**src/logic/ips_map.svh**
```systemverilog
// Purpose: offsets, field positions, reset values and counts of the
//          interrupt pin signalling block
// Assumes: 32-bit classic wishbone, byte addresses, one word per register
// Notes:   included by the top-level design file, the checker and the bench
`ifndef IPS_MAP_SVH
`define IPS_MAP_SVH

// register byte offsets
`define IPS_OFS_POLARITY  8'h00
`define IPS_OFS_ENABLE    8'h04
`define IPS_OFS_PENDING   8'h08
`define IPS_OFS_SERVICE   8'h0c
`define IPS_OFS_PWRDN     8'h10
`define IPS_OFS_EVT_STAT  8'h14
`define IPS_OFS_EVT_MASK  8'h18

// reset values
`define IPS_RST_POLARITY  4'h0
`define IPS_RST_ENABLE    16'h0000
`define IPS_RST_PWRDN     2'h0
`define IPS_RST_EVT_MASK  6'h00

// service-table slots
`define IPS_SLOT_NMI      4'h1
`define IPS_SLOT_EXT0     4
`define IPS_SLOT_INT0     8
`define IPS_NUM_SLOTS     16

// enable register: bit 0 is the global enable for maskable sources
`define IPS_EN_GLOBAL     0

// service register fields
`define IPS_SVC_BUSY      4

// event status bits
`define IPS_EVT_NMI       0
`define IPS_EVT_EXT0      1
`define IPS_EVT_TAKEN     5
`define IPS_EVT_W         6

// acknowledge pulse length in clock cycles
`define IPS_ACK_CYCLES    3'd2

`endif

```
**src/logic/ips_pkg.sv**
```systemverilog
// Purpose: types of the interrupt pin signalling block
// Assumes: nothing beyond the map header
// Notes:   service sequencer states are one-hot
package ips_pkg;

  typedef enum logic [2:0] {
    IPS_IDLE = 3'b001,
    IPS_ACK  = 3'b010,
    IPS_BUSY = 3'b100
  } ips_state_t;

  typedef logic [1:0] ips_pd_mode_t;
  typedef logic [3:0] ips_slot_t;

endpackage : ips_pkg

```
**src/logic/ips_edge_det.sv**
```systemverilog
// Purpose: per-line edge detector with selectable active edge
// Assumes: inputs synchronous to clk
// Notes:   first cycle after reset only captures, so a line that is
//          already high cannot fake an edge
`timescale 1ns/10ps

module ips_edge_det #(
  parameter int W = 4
) (
  input  wire logic         clk,
  input  wire logic         sys_rst,
  input  wire logic [W-1:0] line,
  input  wire logic [W-1:0] falling,
  output logic      [W-1:0] edge_hit
);

  logic [W-1:0] prev_q;
  logic         armed_q;

  always_ff @(posedge clk) begin
    if (sys_rst) begin
      prev_q  <= '0;
      armed_q <= 1'b0;
    end else begin
      prev_q  <= line;
      armed_q <= 1'b1;
    end
  end

  // polarity bit low picks the rising edge, high the falling edge
  always_comb begin
    edge_hit = '0;
    if (armed_q) begin
      edge_hit = (~falling & line & ~prev_q) |
                 (falling & ~line & prev_q);
    end
  end

endmodule : ips_edge_det

```
**src/logic/ips_prio_enc.sv**
```systemverilog
// Purpose: picks the lowest-numbered pending slot
// Assumes: bit n of req stands for service-table slot n
// Notes:   lower slot means higher priority
`timescale 1ns/10ps

module ips_prio_enc
  import ips_pkg::*;
(
  input  wire logic [15:0] req,
  output logic             found,
  output ips_slot_t        slot
);

  always_comb begin
    found = 1'b0;
    slot  = 4'h0;
    for (int i = 15; i >= 0; i--) begin
      if (req[i]) begin
        found = 1'b1;
        slot  = 4'(i);
      end
    end
  end

endmodule : ips_prio_enc

```
**src/logic/ips_top.sv**
```systemverilog
// Purpose: interrupt pin signalling: edge capture, acknowledge and number
//          outputs, power-down status, wishbone registers
// Assumes: all inputs synchronous to clk; single 125 MHz clock
// Notes:   slot 1 is the nonmaskable request, slots 4..7 the external
//          lines, slots 8..15 the internal requests
//
// The register addresses and the Wishbone slave port are this design's own decisions.
`timescale 1ns/10ps

`include "ips_map.svh"

module ips_top
  import ips_pkg::*;
(
  input  wire logic        clk,
  input  wire logic        sys_rst,
  // wishbone slave
  input  wire logic        wb_cyc_i,
  input  wire logic        wb_stb_i,
  input  wire logic        wb_we_i,
  input  wire logic [7:0]  wb_adr_i,
  input  wire logic [3:0]  wb_sel_i,
  input  wire logic [31:0] wb_dat_i,
  output logic      [31:0] wb_dat_o,
  output logic             wb_ack_o,
  // interrupt pins
  input  wire logic        nmi_in,
  input  wire logic        ext_irq_in_0,
  input  wire logic        ext_irq_in_1,
  input  wire logic        ext_irq_in_2,
  input  wire logic        ext_irq_in_3,
  input  wire logic [7:0]  int_req_in,
  output logic             irq_ack_out,
  output logic             active_irq_number_0,
  output logic             active_irq_number_1,
  output logic             active_irq_number_2,
  output logic             active_irq_number_3,
  output logic             powerdown_flag,
  output logic             irq_out
);

  ////////////////////////////////////////////////////////////////////////
  // helpers

  // byte-lane merge for the two low lanes
  function automatic logic [15:0] lane_merge(
    input logic [15:0] old_v,
    input logic [15:0] new_v,
    input logic [3:0]  sel
  );
    logic [15:0] m;
    m = {{8{sel[1]}}, {8{sel[0]}}};
    return (old_v & ~m) | (new_v & m);
  endfunction : lane_merge

  function automatic logic pd_deep(input ips_pd_mode_t mode);
    return (mode == 2'h2) || (mode == 2'h3);
  endfunction : pd_deep

  ////////////////////////////////////////////////////////////////////////
  // bus decode

  logic        bus_req;
  logic        wr_en;
  logic        rd_en;
  logic [15:0] wdat;

  assign bus_req = wb_cyc_i & wb_stb_i & ~wb_ack_o;
  assign wr_en   = bus_req & wb_we_i;
  assign rd_en   = bus_req & ~wb_we_i;
  assign wdat    = wb_dat_i[15:0];

  logic wr_pol;
  logic wr_en_reg;
  logic wr_svc;
  logic wr_pd;
  logic wr_stat;
  logic wr_mask;

  assign wr_pol    = wr_en & (wb_adr_i == `IPS_OFS_POLARITY);
  assign wr_en_reg = wr_en & (wb_adr_i == `IPS_OFS_ENABLE);
  assign wr_svc    = wr_en & (wb_adr_i == `IPS_OFS_SERVICE) & wb_sel_i[0];
  assign wr_pd     = wr_en & (wb_adr_i == `IPS_OFS_PWRDN);
  assign wr_stat   = wr_en & (wb_adr_i == `IPS_OFS_EVT_STAT);
  assign wr_mask   = wr_en & (wb_adr_i == `IPS_OFS_EVT_MASK);

  ////////////////////////////////////////////////////////////////////////
  // configuration registers

  logic [3:0]   pol_q;
  logic [15:0]  en_q;
  ips_pd_mode_t pd_mode_q;
  ips_pd_mode_t pd_mode_d;
  logic [5:0]   mask_q;
  logic [15:0]  pol_m;
  logic [15:0]  mask_m;

  assign pol_m  = lane_merge({12'h000, pol_q}, wdat, wb_sel_i);
  assign mask_m = lane_merge({10'h000, mask_q}, wdat, wb_sel_i);

  always_ff @(posedge clk) begin
    if (sys_rst) begin
      pol_q <= `IPS_RST_POLARITY;
    end else if (wr_pol) begin
      pol_q <= pol_m[3:0];
    end
  end

  always_ff @(posedge clk) begin
    if (sys_rst) begin
      en_q <= `IPS_RST_ENABLE;
    end else if (wr_en_reg) begin
      en_q <= lane_merge(en_q, wdat, wb_sel_i);
    end
  end

  always_ff @(posedge clk) begin
    if (sys_rst) begin
      mask_q <= `IPS_RST_EVT_MASK;
    end else if (wr_mask) begin
      mask_q <= mask_m[5:0];
    end
  end

  ////////////////////////////////////////////////////////////////////////
  // edge capture

  logic [3:0] ext_hit;
  logic       nmi_hit;

  ips_edge_det #(.W(4)) u_ext_edge (
    .clk      (clk),
    .sys_rst  (sys_rst),
    .line     ({ext_irq_in_3, ext_irq_in_2, ext_irq_in_1, ext_irq_in_0}),
    .falling  (pol_q),
    .edge_hit (ext_hit)
  );

  ips_edge_det #(.W(1)) u_nmi_edge (
    .clk      (clk),
    .sys_rst  (sys_rst),
    .line     (nmi_in),
    .falling  (1'b0),
    .edge_hit (nmi_hit)
  );

  ////////////////////////////////////////////////////////////////////////
  // pending slots and selection

  logic [15:0] pend_q;
  logic [15:0] pend_set;
  logic [15:0] pend_clr;
  logic [15:0] eligible;
  logic        cand_found;
  ips_slot_t   cand_slot;
  ips_state_t  state_q;
  logic        take;

  always_comb begin
    pend_set = 16'h0000;
    pend_set[`IPS_SLOT_NMI] = nmi_hit;
    pend_set[`IPS_SLOT_EXT0 +: 4] = ext_hit;
    pend_set[`IPS_SLOT_INT0 +: 8] = int_req_in;
  end

  // nonmaskable slot ignores the enables
  always_comb begin
    eligible = pend_q & en_q & {16{en_q[`IPS_EN_GLOBAL]}};
    eligible[`IPS_SLOT_NMI] = pend_q[`IPS_SLOT_NMI];
    eligible[0]             = 1'b0;
  end

  ips_prio_enc u_prio (
    .req   (eligible),
    .found (cand_found),
    .slot  (cand_slot)
  );

  assign take     = (state_q == IPS_IDLE) & cand_found;
  assign pend_clr = take ? (16'h0001 << cand_slot) : 16'h0000;

  // a new edge in the cycle its slot is taken stays pending
  always_ff @(posedge clk) begin
    if (sys_rst) begin
      pend_q <= 16'h0000;
    end else begin
      pend_q <= (pend_q & ~pend_clr) | pend_set;
    end
  end

  ////////////////////////////////////////////////////////////////////////
  // service sequencer

  logic [2:0] ack_cnt_q;
  logic [3:0] num_q;
  logic       ack_q;

  always_ff @(posedge clk) begin
    if (sys_rst) begin
      state_q   <= IPS_IDLE;
      ack_cnt_q <= 3'd0;
    end else begin
      case (state_q)
        IPS_IDLE: begin
          if (take) begin
            state_q   <= IPS_ACK;
            ack_cnt_q <= `IPS_ACK_CYCLES - 3'd1;
          end
        end
        IPS_ACK: begin
          if (ack_cnt_q == 3'd0) begin
            state_q <= IPS_BUSY;
          end else begin
            ack_cnt_q <= ack_cnt_q - 3'd1;
          end
        end
        IPS_BUSY: begin
          if (wr_svc) begin
            state_q <= IPS_IDLE;
          end
        end
        default: begin
          state_q   <= IPS_IDLE;
          ack_cnt_q <= 3'd0;
        end
      endcase
    end
  end

  always_ff @(posedge clk) begin
    if (sys_rst) begin
      ack_q <= 1'b0;
    end else if (take) begin
      ack_q <= 1'b1;
    end else if ((state_q == IPS_ACK) && (ack_cnt_q == 3'd0)) begin
      ack_q <= 1'b0;
    end
  end

  // number loads with acknowledge and holds until the next take
  always_ff @(posedge clk) begin
    if (sys_rst) begin
      num_q <= 4'h0;
    end else if (take) begin
      num_q <= cand_slot;
    end
  end

  assign irq_ack_out         = ack_q;
  assign active_irq_number_0 = num_q[0];
  assign active_irq_number_1 = num_q[1];
  assign active_irq_number_2 = num_q[2];
  assign active_irq_number_3 = num_q[3];

  ////////////////////////////////////////////////////////////////////////
  // power-down

  // taking an interrupt wakes the device; a software write wins
  always_comb begin
    pd_mode_d = pd_mode_q;
    if (wr_pd && wb_sel_i[0]) begin
      pd_mode_d = ips_pd_mode_t'(wdat[1:0]);
    end else if (take) begin
      pd_mode_d = `IPS_RST_PWRDN;
    end
  end

  logic pd_flag_q;

  always_ff @(posedge clk) begin
    if (sys_rst) begin
      pd_mode_q <= `IPS_RST_PWRDN;
      pd_flag_q <= 1'b0;
    end else begin
      pd_mode_q <= pd_mode_d;
      pd_flag_q <= pd_deep(pd_mode_d);
    end
  end

  assign powerdown_flag = pd_flag_q;

  ////////////////////////////////////////////////////////////////////////
  // event status and interrupt output

  logic [5:0]  stat_q;
  logic [5:0]  stat_set;
  logic [5:0]  stat_clr;
  logic [15:0] stat_m;
  logic        irq_q;

  assign stat_set = {take, ext_hit, nmi_hit};
  assign stat_m   = lane_merge(16'h0000, wdat, wb_sel_i);
  assign stat_clr = wr_stat ? stat_m[5:0] : 6'h00;

  always_ff @(posedge clk) begin
    if (sys_rst) begin
      stat_q <= 6'h00;
      irq_q  <= 1'b0;
    end else begin
      stat_q <= (stat_q & ~stat_clr) | stat_set;
      irq_q  <= |(((stat_q & ~stat_clr) | stat_set) & mask_q);
    end
  end

  assign irq_out = irq_q;

  ////////////////////////////////////////////////////////////////////////
  // read mux and acknowledge

  logic [31:0] rdat;
  logic [31:0] dat_q;
  logic        wb_ack_q;

  always_comb begin
    rdat = 32'h0000_0000;
    case (wb_adr_i)
      `IPS_OFS_POLARITY: rdat = {28'h000_0000, pol_q};
      `IPS_OFS_ENABLE:   rdat = {16'h0000, en_q};
      `IPS_OFS_PENDING:  rdat = {16'h0000, pend_q};
      `IPS_OFS_SERVICE:  rdat = {27'h000_0000, state_q != IPS_IDLE, num_q};
      `IPS_OFS_PWRDN:    rdat = {30'h0000_0000, pd_mode_q};
      `IPS_OFS_EVT_STAT: rdat = {26'h000_0000, stat_q};
      `IPS_OFS_EVT_MASK: rdat = {26'h000_0000, mask_q};
      default:           rdat = 32'h0000_0000;
    endcase
  end

  always_ff @(posedge clk) begin
    if (sys_rst) begin
      wb_ack_q <= 1'b0;
      dat_q    <= 32'h0000_0000;
    end else begin
      wb_ack_q <= bus_req;
      if (rd_en) begin
        dat_q <= rdat;
      end
    end
  end

  assign wb_ack_o = wb_ack_q;
  assign wb_dat_o = dat_q;

endmodule : ips_top

```
**config.mk**
```make
export PLATFORM = sky130hd
export DESIGN_NAME = ips_top
export DESIGN_NICKNAME = d
export VERILOG_FILES = /design/src/logic/ips_pkg.sv /design/src/logic/ips_edge_det.sv /design/src/logic/ips_prio_enc.sv /design/src/logic/ips_top.sv
export VERILOG_INCLUDE_DIRS = /design/src /design/src/logic
export SDC_FILE = /design/constraint.sdc
export NUM_CORES = 1
export LEC_CHECK = 0
export ABC_AREA = 1
export BUFFER_PORTS_ARGS = -buffer_cell sky130_fd_sc_hd__buf_2
export CAP_MARGIN = 20
export CORE_MARGIN = 3
export CORE_UTILIZATION = 40
export DETAILED_ROUTE_END_ITERATION = 12
export GPL_ROUTABILITY_DRIVEN = 0
export PLACE_DENSITY = 0.69
export SLEW_MARGIN = 25
export SYNTH_ARGS = -nofsm -noshare
export SYNTH_HDL_FRONTEND = slang
export SYNTH_HIERARCHICAL = 1
export SYNTH_SLANG_ARGS = --single-unit
```
**constraint.sdc**
```tcl
create_clock -name clk -period 2.55 [get_ports clk]
set_input_delay 0.1275 -clock clk [delete_from_list [all_inputs] [get_ports clk]]
set_output_delay 0.1275 -clock clk [all_outputs]
set_load 0.01 [all_outputs]
```
==> flow_metrics.tcl <==
set metrics [dict create \
    area_growth_pct 19.4 \
    synth_ff_type "dfxtp_1" \
    critPathMaxFanout 7 \
    die-height_microns 111 \
    clock-root-buffer "clkbuf_8" \
    portBuffers 67 \
    ys_ff_latch 87 \
    layout_min_cycle_time_ns 2.41 \
    p_leak_nw 2.27 \
    tightest_slew_ns 0.704 \
    vias 4256 \
    worst_setup_path_end_kind "flip-flop" \
    drc 0 \
    antenna_found_initial 0 \
    die_area_sq_um 12300 \
    grt_pass1_vias 4041 \
    rsz0062_at_grt "true" \
    cts.sinks 87 \
    skew_ns 0.0132 \
    dr.pass1.iters 5 \
    worst-setup-path-type "flip-flop to flip-flop" \
    synth_edf_count 0 \
    drt_iter0_markers 343 \
    crit_path_max_incr_delay_ns 0.36 \
    finalWirelength_microns 11700 \
    path_cells "clkinvlp_4 -> buf_12 -> nor3_2 -> inv_1 -> nand2_1 -> nand2_1 -> nand2_1 -> nand2_1 -> nand2_1 -> nand2_1 -> nand2_1 -> nand2_1 -> nand2_1 -> nand2_1 -> nand2_1 -> nand2_1 -> a21oi_4 -> nand3_1 -> o31ai_2 -> a21oi_1" \
    syn_area_per_cell_sq_um 7.03 \
    ir_drop_mv 0.601 \
    slew_violations 0 \
    crit_path_start_kind "flip-flop" \
    cp_data_arrival_time_ns 2.63 \
    dp_hpwl_microns 8640 \
    cts_inserted_buffers 9 \
    drive_gt1_frac 0.219 \
    h-tree-depth 3 \
    finalNetCount 772 \
    final_antenna_net_count 0 \
    hold_viol 0 \
    ios 102 \
    num_rows 37 \
    clk_path_buf_depth 2 \
    synth_warnings 6 \
    path_delay_family "simple AND/OR/NAND/NOR gates" \
    synth_top_area_cell "dfxtp_1" \
    setup_viol 0 \
    fmax_mhz 416 \
    maxCapViolations 0 \
    synthCells 624 \
    cts_tree "yes" \
    async_flop_share 0 \
    num-fill-cells 1085 \
    syn_area_sq_um 4390 \
    fin_crit_sh 0.944 \
    critPathRequiredTime_ns 2.77 \
    synth.top_cell.area_share 0.397 \
    grt_pass1_wl_microns 19100 \
    yosys-top-cells-area "dfxtp_1 40%, nand2_1 9.8%, inv_1 7.3%" \
    n_antenna_cell 0 \
    post_drt_wl_per_cell_microns 13.8 \
    worst_skew_pair.late_latency_ns 0.36 \
    grt_max_degree 64 \
    grt_overflow 0 \
    run_status "completed" \
    powerDensity_nw_per_um2 542 \
    grt_usage 0.188 \
    slew_headroom 0.531 \
    synthDistinctLibCells 38 \
    slowest_stage "dfxtp_2" \
    crit_top_cell "nand2_1" \
    clk_pin_slew_ns 0.09 \
    dp_slack_ns 0.0212 \
    ys_seq_area_frac 0.397 \
    die_w_microns 111 \
    core_region_area_sq_um 10500 \
    initial_core_util 0.418 \
    routed_via_density 5.02 \
    hp-class "primary input to flip-flop" \
    power_w 0.00284 \
    crit_buf_inv 3 \
    worst_slack_ns 0.143 \
]
layout by cell type, fill, tap and decap left out, drive strengths merged, types with 5 or more instances in the layout:
cell type,netlist,layout
inv,101,100
o21ai,41,41
o22ai,11,11
dlygate4sd3,0,10
nand3,39,39
conb,1,20
clkbuf,10,12
o31ai,5,5
nor3,29,29
a211oi,11,11
buf,24,77
nand2,119,119
a21oi,61,61
dfxtp,87,87
nor2,71,71
final timing paths:
path | startpoint | to | slack, ns | cells past startpoint
setup / recovery | flip-flop | pend_q[7] | 0.14 | 20
hold / removal | int_req_in[1] | pend_q[9] | 0.02 | 3
setup reg to reg | flip-flop | pend_q[7] | 0.14 | 20
hold reg to reg | pend_q[0] | pend_q[0] | 0.45 | 2
per-layer routing:
layer | up-vias | track usage | share of wire
li1 | 2147 | - | -
met1 | 1942 | 0.239 | 0.43
met2 | 145 | 0.317 | 0.49
met3 | 22 | 0.0475 | 0.061
met4 | 0 | 0.0525 | 0.020
met5 | - | 0 | 0
layout make-up:
cell class | instances | area, sq um | area share
flip-flops and latches | 87 | 1740 | 0.333
repair buffers | 88 | 531 | 0.101
clock buffers | 11 | 141 | 0.0270
well taps | 136 | 170 | 0.0325
multi-input cells | 421 | 2200 | 0.420
clock inverters | 3 | 68.8 | 0.0131
inverters | 101 | 383 | 0.0731
worst min-delay path: stages:
cell and delay, ns:
buf_2 0.10, inv_1 0.06, a21oi_1 0.06
synthesized netlist by cell type (5+ instances only):
library cell	number
nand3_1	38
nor3_1	26
o31ai_1	5
a21oi_1	58
buf_2	5
a211oi_1	10
dfxtp_1	87
o22ai_2	10
buf_4	16
clkbuf_1	10
nand2_1	115
inv_2	16
nor2_4	5
o21ai_0	38
nor2_1	61
nor2_2	5
inv_1	85
per-stage QoR:
step	hold WS, ns	std cells	TNS [ns]	area, sq um	util
final	0.0156	847	0	5240	0.499
after global routing	0.00873	847	-0.224	5240	0.499
after CTS	0.000616	842	0	5110	0.486
after detailed placement	0.359	818	0	4800	0.457
after global placement	0.349	818	0	4800	0.457
after floorplan	0.184	643	0	4460	-
cell families (layout without fill, tap and decap cells):
| kind of cell | Yosys count | count (layout) | synth area share |
|---|---|---|---|
| flip-flops | 87 | 87 | 0.397 |
| buffers and inverters | 135 | 203 | 0.134 |
| other | 1 | 20 | 0.000854 |
| AND/OR/NAND/NOR | 269 | 269 | 0.284 |
| AO/OA/AOI/OAI | 130 | 130 | 0.179 |
| adder cells (fa/ha/maj) | 2 | 2 | 0.00570 |
power by group:
group	leakage (nW)	switching [W]	internal (W)
clock	0.105	0.000469	0.000570
combinational	1.46	0.000227	0.000126
sequential	0.710	0.0000350	0.00141
timing repair:
item | in CTS | in global routing
buffers inserted | 0 | 5
gates resized for setup | 0 | 21
hold buffers | 10 | 0
endpoints found under the hold margin | 10 | 0
setup endpoints to repair | 0 | 28
Note: power is estimated with default switching activity, not from simulation.
